`src/hw/dps_pkg.sv`:
```
`default_nettype none
// ==========================================
// Shared constants for the debug pin resynchronisation link.
package dps_pkg;
	// Serial clock period of the debug link, in core clock cycles.
	localparam int SER_DIV_DEFAULT = 4;
	// Least host request length, in serial cycles.
	localparam int REQ_LOW_CYCLES = 128;
	// Target guard delay after the line rises, in serial cycles.
	localparam int GUARD_CYCLES = 16;
	// Target response low length, in serial cycles.
	localparam int RESP_LOW_CYCLES = 128;
	// Speedup pulse length, in serial cycles.
	localparam int SPEEDUP_CYCLES = 1;
	// Width of the serial and core cycle counters.
	localparam int CNT_W = 16;

	// Target states.
	typedef enum logic [2:0] {
		T_IDLE  = 3'b000,
		T_LOW   = 3'b001,
		T_WAITH = 3'b010,
		T_GUARD = 3'b011,
		T_RESP  = 3'b100,
		T_SPEED = 3'b101
	} dps_tstate_e;

	// Host states.
	typedef enum logic [2:0] {
		H_IDLE  = 3'b000,
		H_REQ   = 3'b001,
		H_SPEED = 3'b010,
		H_WAITL = 3'b011,
		H_MEAS  = 3'b100
	} dps_hstate_e;
endpackage
`default_nettype wire

```
`src/hw/dps_link_if.sv`:
```
`default_nettype none
// ==========================================
// Single debug wire between host pod and target, open with pull-up.
interface dps_link_if;
	logic hostOut;   // Host drive level.
	logic hostOe_n;  // Host drives when low.
	logic tgtOut;    // Target drive level.
	logic tgtOe_n;   // Target drives when low.
	logic pinLevel;  // Resolved wire level, computed by the bench.

	modport host (output hostOut, output hostOe_n, input pinLevel);
	modport target (output tgtOut, output tgtOe_n, input pinLevel);
endinterface
`default_nettype wire

```
`src/hw/dps_target.sv`:
```
`default_nettype none
// ==========================================
// Target end: detects a long low, answers with a timed pulse.
module dps_target #(
	parameter int SER_DIV = dps_pkg::SER_DIV_DEFAULT  // Core cycles per serial cycle.
) (
	input  wire logic     core_clk,     // Core clock.
	input  wire logic     rst_n,        // Asynchronous reset, active low.
	dps_link_if.target    link,         // Debug wire.
	input  wire logic     ackPending,   // Acknowledge pulse pending in the command logic.
	output var  logic     softReset,    // One-cycle pulse: drop partial command or ack.
	output var  logic     syncBusy,     // High while a request is handled.
	output var  logic     cmdStart      // One-cycle pulse: falling edge starting a command.
);
	localparam int CW = dps_pkg::CNT_W;

	// Sequencer state.
	dps_pkg::dps_tstate_e state;          // Present step of the exchange.
	dps_pkg::dps_tstate_e next_state;     // Step after this edge.
	logic [CW-1:0]        serCnt;         // Serial cycles counted in the present step.
	logic [CW-1:0]        next_serCnt;    // Next serial cycle count.
	logic                 lastPin;        // Pin level at the previous edge.
	logic                 next_lastPin;   // Pin level kept for the next edge.
	logic                 next_softReset; // Next soft reset pulse.
	logic                 next_syncBusy;  // Next busy level.
	logic                 next_cmdStart;  // Next command start pulse.
	logic                 reqHit;         // Request length reached at this edge.
	// Prescaler state.
	logic [CW-1:0]        preCnt;         // Core cycles into the present serial cycle.
	logic [CW-1:0]        next_preCnt;    // Next prescaler count.
	logic                 preLoad;        // Restart the prescaler at this edge.
	logic [CW-1:0]        preLoadVal;     // Count the prescaler restarts from.
	logic                 tick;           // Last core cycle of a serial cycle.
	logic                 fallSeen;       // Falling edge of the pin at this edge.
	// Pin driver state.
	logic                 tOut;           // Registered drive level.
	logic                 next_tOut;      // Next drive level.
	logic                 tOe_n;          // Registered drive enable, low to drive.
	logic                 next_tOe_n;     // Next drive enable.

	// The pin is driven only from registers, so no glitch reaches the wire.
	assign link.tgtOut  = tOut;
	assign link.tgtOe_n = tOe_n;
	assign tick         = (preCnt == CW'(SER_DIV - 1));
	assign fallSeen     = lastPin && !link.pinLevel;

	// ==========================================
	// Prescaler: one serial cycle is SER_DIV core cycles.
	// The count restarts at the start of each timed step, so every step is
	// measured from the edge that began it rather than from a free-running phase.
	// SER_DIV must be at least 2, since the request count starts one cycle in.
	always_comb begin
		if (preLoad) begin
			next_preCnt = preLoadVal;
		end else if (tick) begin
			next_preCnt = '0;
		end else begin
			next_preCnt = preCnt + 1'b1;
		end
	end

	// Prescaler register.
	always_ff @(posedge core_clk or negedge rst_n) begin
		if (!rst_n) begin
			preCnt <= '0;
		end else begin
			preCnt <= next_preCnt;
		end
	end

	// ==========================================
	// Sequencer: request detection, guard delay and timed reply.
	// Every timed step counts whole serial cycles at the present rate.
	always_comb begin
		next_state    = state;
		next_serCnt   = serCnt;
		next_lastPin  = link.pinLevel;
		next_cmdStart = 1'b0;
		reqHit        = 1'b0;
		preLoad       = 1'b0;
		preLoadVal    = '0;
		unique case (state)
			dps_pkg::T_IDLE: begin
				if (fallSeen) begin
					next_state    = dps_pkg::T_LOW;
					next_serCnt   = '0;
					next_cmdStart = 1'b1;
					// The edge sample is already the first low core cycle, so a low
					// of exactly the request length is still recognised.
					preLoad       = 1'b1;
					preLoadVal    = CW'(1);
				end
			end
			dps_pkg::T_LOW: begin
				// Short lows belong to command bits; only a long low is a request.
				if (link.pinLevel) begin
					next_state = dps_pkg::T_IDLE;
				end else if (tick) begin
					next_serCnt = serCnt + 1'b1;
					if (serCnt == CW'(dps_pkg::REQ_LOW_CYCLES - 1)) begin
						next_state = dps_pkg::T_WAITH;
						reqHit     = 1'b1;
					end
				end
			end
			dps_pkg::T_WAITH: begin
				// wait for high
				// A host may stretch its request; the guard only starts once the line is up.
				if (link.pinLevel) begin
					next_state  = dps_pkg::T_GUARD;
					next_serCnt = '0;
					preLoad     = 1'b1;
				end
			end
			dps_pkg::T_GUARD: begin
				if (tick) begin
					next_serCnt = serCnt + 1'b1;
					if (serCnt == CW'(dps_pkg::GUARD_CYCLES - 1)) begin
						next_state  = dps_pkg::T_RESP;
						next_serCnt = '0;
					end
				end
			end
			dps_pkg::T_RESP: begin
				if (tick) begin
					next_serCnt = serCnt + 1'b1;
					if (serCnt == CW'(dps_pkg::RESP_LOW_CYCLES - 1)) begin
						next_state  = dps_pkg::T_SPEED;
						next_serCnt = '0;
					end
				end
			end
			dps_pkg::T_SPEED: begin
				if (tick) begin
					next_serCnt = serCnt + 1'b1;
					if (serCnt == CW'(dps_pkg::SPEEDUP_CYCLES - 1)) begin
						next_state   = dps_pkg::T_IDLE;
						next_serCnt  = '0;
						// The pin is still high from the speedup, so no edge is owed.
						next_lastPin = 1'b1;
					end
				end
			end
			default: begin
				next_state = dps_pkg::T_IDLE;
			end
		endcase
		// cancels pending ack
		// A pending acknowledge is dropped by the same pulse as a partial command.
		next_softReset = reqHit | (reqHit & ackPending);
		next_syncBusy  = (next_state != dps_pkg::T_IDLE) && (next_state != dps_pkg::T_LOW);
	end

	// Sequencer registers. Pulses and the busy flag come straight from here.
	always_ff @(posedge core_clk or negedge rst_n) begin
		if (!rst_n) begin
			state     <= dps_pkg::T_IDLE;
			serCnt    <= '0;
			lastPin   <= 1'b1;
			softReset <= 1'b0;
			syncBusy  <= 1'b0;
			cmdStart  <= 1'b0;
		end else begin
			state     <= next_state;
			serCnt    <= next_serCnt;
			lastPin   <= next_lastPin;
			softReset <= next_softReset;
			syncBusy  <= next_syncBusy;
			cmdStart  <= next_cmdStart;
		end
	end

	// ==========================================
	// Pin driver: low through the reply, high for the speedup, released otherwise.
	// Deriving it from the next step keeps drive and step changes on the same edge.
	// drive low
	always_comb begin
		next_tOe_n = !((next_state == dps_pkg::T_RESP) || (next_state == dps_pkg::T_SPEED));
		next_tOut  = (next_state != dps_pkg::T_RESP);
	end

	// Pin driver registers. Reset leaves the pin released at its idle level.
	always_ff @(posedge core_clk or negedge rst_n) begin
		if (!rst_n) begin
			tOut  <= 1'b1;
			tOe_n <= 1'b1;
		end else begin
			tOut  <= next_tOut;
			tOe_n <= next_tOe_n;
		end
	end
endmodule
`default_nettype wire

```
`src/flat_wrapper.sv`:
```
// flat-port wrapper written by rule: the top's interface ports become plain ports
module dps_target_flat 
#(
	parameter int SER_DIV = dps_pkg::SER_DIV_DEFAULT                                  
)
  (core_clk, rst_n, ackPending, softReset, syncBusy, cmdStart, link_tgtOut, link_tgtOe_n, link_pinLevel);
  dps_link_if link_i ();
  input  wire logic core_clk;
  input  wire logic rst_n;
  input  wire logic ackPending;
  output var  logic softReset;
  output var  logic syncBusy;
  output var  logic cmdStart;
  output wire logic [$bits(link_i.tgtOut)-1:0] link_tgtOut;
  output wire logic [$bits(link_i.tgtOe_n)-1:0] link_tgtOe_n;
  input wire logic [$bits(link_i.pinLevel)-1:0] link_pinLevel;
  assign link_tgtOut = link_i.tgtOut;
  assign link_tgtOe_n = link_i.tgtOe_n;
  assign link_i.pinLevel = link_pinLevel;
  dps_target #(.SER_DIV(SER_DIV)) u_core (.core_clk(core_clk), .rst_n(rst_n), .link(link_i), .ackPending(ackPending), .softReset(softReset), .syncBusy(syncBusy), .cmdStart(cmdStart));
endmodule
```
`config.mk`:
```
export PLATFORM = sky130hd
export DESIGN_NAME = dps_target_flat
export DESIGN_NICKNAME = d
export VERILOG_FILES = /design/src/hw/dps_pkg.sv /design/src/hw/dps_link_if.sv /design/src/hw/dps_target.sv /design/src/flat_wrapper.sv
export SDC_FILE = /design/constraint.sdc
export NUM_CORES = 1
export LEC_CHECK = 0
export ABC_AREA = 0
export BUFFER_PORTS_ARGS = -buffer_cell sky130_fd_sc_hd__buf_2
export CORE_UTILIZATION = 55
export CTS_CLUSTER_DIAMETER = 60
export DETAILED_ROUTE_END_ITERATION = 16
export PLACE_DENSITY = 0.78
export SKIP_LAST_GASP = 1
export SYNTH_ARGS = -nofsm -noshare
export SYNTH_HDL_FRONTEND = slang
export SYNTH_SLANG_ARGS = --single-unit
```
`constraint.sdc`:
```
create_clock -name core_clk -period 1.85 [get_ports core_clk]
set_input_delay 0.555 -clock core_clk [delete_from_list [all_inputs] [get_ports core_clk]]
set_output_delay 0.555 -clock core_clk [all_outputs]
set_load 0.1 [all_outputs]
```
# [After elaboration in Yosys (flattened, before gate mapping)]
# Cells that the tools add are included.
[classes] n_bitwise=2 mux=38 eq_ne=19 add_sub_neg=2 n_reduce_logical=10
[op_table] cell="16-bit two-way mux" count=13
[op_table] cell="16-bit one-hot mux with 6 select lines" count=1
[op_table] cell="3-bit two-way mux" count=11
[op_table] cell="16-bit by 1-bit adder with 16-bit output (second input constant)" count=2
[op_table] cell="3-bit one-hot mux with 6 select lines" count=1
[op_table] cell="16-bit by 2-bit equality test with 1-bit output (second input constant)" count=1
[op_table] cell="16-bit by 4-bit equality test with 1-bit output (second input constant)" count=1
[op_table] cell="16-bit by 7-bit equality test with 1-bit output (second input constant)" count=1
[op_table] cell="16-bit zero test" count=1
[op_table] cell="3-bit equality test (second input constant)" count=4
[op_table] cell="1-bit two-way mux" count=11
[op_table] cell="2-bit by 1-bit != test with 1-bit output (second input constant)" count=5
[op_table] cell="8-bit AND reduction" count=1
[op_table] cell="3-bit by 2-bit equality test with 1-bit output (second input constant)" count=2
[op_table] cell="6-bit nonzero test" count=1
[op_table] cell="2-bit != test (second input constant)" count=2
[op_table] cell="3-bit by 1-bit equality test with 1-bit output (second input constant)" count=1
[op_table] cell="3-bit zero test" count=1
[op_table] cell="3-bit by 1-bit != test with 1-bit output (second input constant)" count=1
[op_table] cell="3-bit != test (second input constant)" count=1
[op_table] cell="3-bit nonzero test" count=1
[op_table] cell="1-bit logical AND" count=2
[op_table] cell="1-bit zero test" count=2
[op_table] cell="1-bit one-hot mux with 2 select lines" count=1
[op_table] cell="3 further kinds" count=3
[totals] elab_cells=80 ff_bits=41 input_bits=4

# [Logic depth before layout (Yosys ltp)]
[depth] depth_word=8 mapped_depth=9 depth_no_buf=8

# [Least setup slack after synthesis]
# No wires, ideal clock.
[synth_timing] kind="register -> register" start="register u_core.serCnt[0]" end="register u_core.serCnt[11]" slack_ps=-156 arrival_ps=1933 stages_incl_launch_ff=10 setup_time_ps=73 path_cell_list="dfrtp_1 ha_1 and3_1 clkbuf_1 a22o_1 a21oi_1 a2bb2oi_2 nor2_4 buf_6 a21oi_2"
[synth_between] elab_chain_cells=4
[synth_rtl] element="start, declared" line_no="dps_target.sv:20" text="logic [CW-1:0] serCnt;"
[synth_rtl] element="start signal, assigned" line_no="dps_target.sv:165" text="serCnt <= next_serCnt;"
[synth_rtl] element="16-bit by 1-bit adder with 16-bit output, or another cell as far along"
[synth_rtl] element="16-bit two-way mux (on tied branches) (2 in a row)"
[synth_rtl] element="16-bit one-hot mux with 6 select lines (*)" line_no="dps_target.sv:82" text="unique case (state)"
# Every way passes the cells marked *; elsewhere a longest branch is shown, timed or not. The select of a mux whose other input is x is not followed.
# A chain may end at the register's enable or synchronous reset.

# [Final worst setup path]
[layout_timing] start="register u_core.preCnt[0]" end="register u_core.serCnt[11]"
[layout_between] elab_chain_cells=3
[layout_rtl] element="start, declared" line_no="dps_target.sv:29" text="logic [CW-1:0] preCnt;"
[layout_rtl] element="start signal, assigned" line_no="dps_target.sv:67" text="preCnt <= next_preCnt;"
[layout_rtl] element="16-bit by 2-bit equality test with 1-bit output (*)" line_no="dps_target.sv:44" text="assign tick = (preCnt == CW'(SER_DIV - 1));"
[layout_rtl] element="2-bit by 1-bit != test with 1-bit output (no line)"
[layout_rtl] element="8-bit AND reduction (no line) (*)"
# Every way passes the cells marked *; elsewhere a longest branch is shown, timed or not.

==> key figures <==
Worst setup path
  • Worst setup startpoint: u_core.preCnt[0]
  • CP endpoint: u_core.serCnt[11]
  • Worst Path Required: 2.07 ns
  • CP Launch Type: flip-flop
  • Worst endpoint data arrival time: 2.12 ns
  • Crit. End Element: flip-flop
  • Critical path fanouts, max: 7
  • Worst R2R End: u_core.serCnt[11]
  • Slowest cell on the critical path: or3_4
  • Crit-path max cell delay: 0.40 ns
  • Critical setup path kind: reg2reg
  • Reg2Reg Depth: 7
  • Flop2flop setup slack: -0.04 ns
  • RR Startpoint: u_core.preCnt[0]
  • CP Cell Sequence: ha_2 -> nor4b_4 -> and4_4 -> o22a_4 -> nand4_4 -> or3_4 -> a21oi_2

CTS
  • CTS root buffer: clkbuf_8
  • Clock transition at path regs: 0.08 ns
  • Hold_buf cts: 0
  • Max clock buf depth: 2
  • CTS H-Tree Depth: 2
  • TritonCTS buffer count: 5
  • Clock insertion delay at the later pin of the skew report: 0.30 ns
  • Sink Count: 41
  • CTS tree: yes

Timing
  • Fmax: 528 MHz
  • Slew Limit Fails: 0
  • Crit share post-route: 102%
  • Max-slew headroom: 67.2%
  • Worst-Margin Slew: 0.496 ns
  • Min cycle time layout: 1.89 ns
  • Clk_skew: 0.00931 ns
  • Final WS setup: -0.0423 ns
  • Unrepaired setup endpoints after global routing: true
  • Setup TNS: -0.114 ns
  • Final setup fails: 6
  • Fin. Hold Viols: 0

Synth
  • Synth cell types: 42
  • Largest cells by area after synthesis: dfrtp_1, xor2_1, nor2_1
  • Avg Cell Area, Syn: 9.59 um^2
  • Synthesized cell area: 2200 um^2
  • Cells after Synth: 230
  • Area share of the largest cell type after synthesis: 43.1%
  • Ys Warns: 0
  • Sequential element share of the synthesized area: 46.7%
  • Yosys reg bits: 41
  • Biggest area consumer among synthesized cells: dfrtp_1
  • Post-Syn Nets: 237

Power
  • PwrDens: 525 nW/um^2
  • Peak VDD IR: 422 uV
  • Leak: 0.00128 uW

Global route
  • First-pass GRT wire length: 8690 um
  • GRT Total Usage: 27.1%
  • Largest net degree at the start of global routing: 26
  • Vias in the first global route: 1883
  • Initial antenna violation count: 0
  • GRT Residual Overflow: 0

Placement
  • Gp weighted congestion: 0.877
  • DPL Wire Length: 3580 um
  • Inst Count DP: 321
  • I/O Buffers: 7

Final layout
  • Fill cell count: 264
  • # diodes: 0
  • Layout cells sized above 1: 33.0%
  • P&R area growth vs syn: 29.5%
  • Post-Layout Cell Count: 336
  • Final core utilization: 76.2%
  • Nets: 294

Floorplan
  • IO Pins: 9
  • Horiz. Die Dim: 65.3 um
  • Core area: 3740 um^2
  • Starting Density: 58.9%
  • Row count: 22
  • Chip height: 65.3 um
  • Die Area: 4270 um^2

Detailed routing
  • First-iteration detailed-routing DRC count: 128
  • ANT nets after route: 0
  • WL per Instance: 15.4 um
  • Vias: 1894
  • DR pass1 iterations: 5
  • # DRC: 0
  • Total wire length: 5180 um
  • Drt via density: 5.64

Hold path
  • Hold WC Path Type: in2async

Job
  • MaxCap Viol Count: 0

Run status
  • Failing checks: negative setup slack
  • Status: finished with violations
-- logic make-up (layout without fill, tap and decap cells) --
logic type | count (synthesis) | in the layout | share of synthesized area (%)
fa+ha+maj | 3 | 3 | 1.70
xor+xnor | 21 | 21 | 8.34
buf+inv | 16 | 74 | 3.58
simple gates | 115 | 115 | 28.8
compound gates | 32 | 32 | 9.93
mux | 2 | 2 | 0.908
flops | 41 | 41 | 46.7
-- state kept, by name, summed over array words and instances (netlist names) --
signal and flops:
u_core.link.tgtOut 1, u_core.preCnt 16, u_core.cmdStart 1, u_core.serCnt 16, u_core.lastPin 1, u_core.softReset 1, u_core.link.tgtOe_n 1, u_core.state 3
u_core.syncBusy 1
-- cells in the mapped netlist --
cell type,instances
o211ai_1,1
mux2i_1,2
a311oi_1,1
dfrtp_1,38
o21ai_0,12
buf_4,2
buf_2,3
o21bai_1,1
a21oi_1,5
nor2_4,1
a2bb2oi_2,1
nand2b_1,3
nor4b_2,1
xnor2_1,7
o22a_4,1
a21oi_2,3
nand2_1,20
nor4_1,4
inv_1,8
nor2_1,29
buf_6,1
a22o_1,1
o22ai_1,1
nand4b_1,1
nand4_1,10
nor3b_1,2
and4_1,3
ha_1,3
and3_1,7
dfstp_2,3
a31oi_1,1
o21a_1,1
nor2b_1,4
or3_1,5
and4b_1,1
o31ai_1,3
nand4_4,1
clkbuf_1,2
nor4_2,3
nor3_1,3
nand3_1,17
xor2_1,14
-- cell usage in the layout (no fill, tap or decap), types with 4 or more instances in the layout --
cell,netlist,final
buf_2,3,7
and3_1,7,7
nor2b_1,4,4
nor2_1,29,29
xnor2_1,7,7
dfrtp_1,38,37
nand3_1,17,16
a21oi_2,3,4
a21oi_1,5,4
nor4_2,3,4
buf_4,2,47
o21ai_0,12,10
nand4_1,10,10
clkbuf_8,0,5
xor2_1,14,14
nand2_1,20,18
inv_1,8,7
-- report_power, final --
group / total [uW] / leakage (uW) / switching [uW] / internal [uW]
Sequential: 898 / 0.000536 / 0.644 / 898
Combinational: 28.5 / 0.000709 / 20.7 / 7.82
Clock: 571 / 0.0000395 / 302 / 268
Total: 1500 / 0.00128 / 324 / 1170
-- cell type report --
class | instances | area, um^2 | area share (%)
multi-input cells | 173 | 1190 | 41.8
inverters | 8 | 30.0 | 1.05
flip-flops and latches | 41 | 1030 | 36.1
clock buffers | 8 | 80.1 | 2.81
well taps | 48 | 60.1 | 2.10
repair buffers | 58 | 459 | 16.1
-- critical path, delay by kind of cell, from the launching register on --
family	cells	cell delay [ns]
compound gates	2	0.26
fa+ha+maj	1	0.18
flops	1	0.36
simple gates	4	1.02
-- worst min-delay path by stage --
stage | endpoint | slack [ns] | startpoint
6_report | u_core.preCnt[5] | 0.17 | rst_n
5_1_grt | u_core.serCnt[4] | 0.19 | rst_n
4_1_cts | u_core.preCnt[5] | 0.19 | rst_n
3_5_place_dp | u_core.preCnt[5] | 0.50 | rst_n
3_3_place_gp | u_core.preCnt[5] | 0.50 | rst_n
2_1_floorplan | u_core.cmdStart | 0.26 | rst_n
-- metrics by stage --
step                      cell area [um^2]  power (uW)  hold WS, ns  setup WS [ns]
final                                 2850        1500        0.174        -0.0423
after global routing                  2850        1550        0.195         -0.152
after CTS                             2780        1500        0.185        -0.0513
after detailed placement              2640         945        0.500         -0.179
after global placement                2640         944        0.497         -0.145
after floorplan                       2220         918        0.259        -0.0131
-- layer usage --
metal	vias up	GRT usage (%)	wire length [um]
li1	931	-	-
met4	0	9.51	55
met5	-	0	0
met3	9	6.08	192
met2	35	43.7	2680
met1	919	35.8	2250
-- repair_timing --
item / CTS / global route
buffers inserted: 3 / 5
resized for setup: 8 / 14
pin swaps: 1 / 11
setup endpoints to repair: 19 / 23
(Power assumes the default switching activity.)
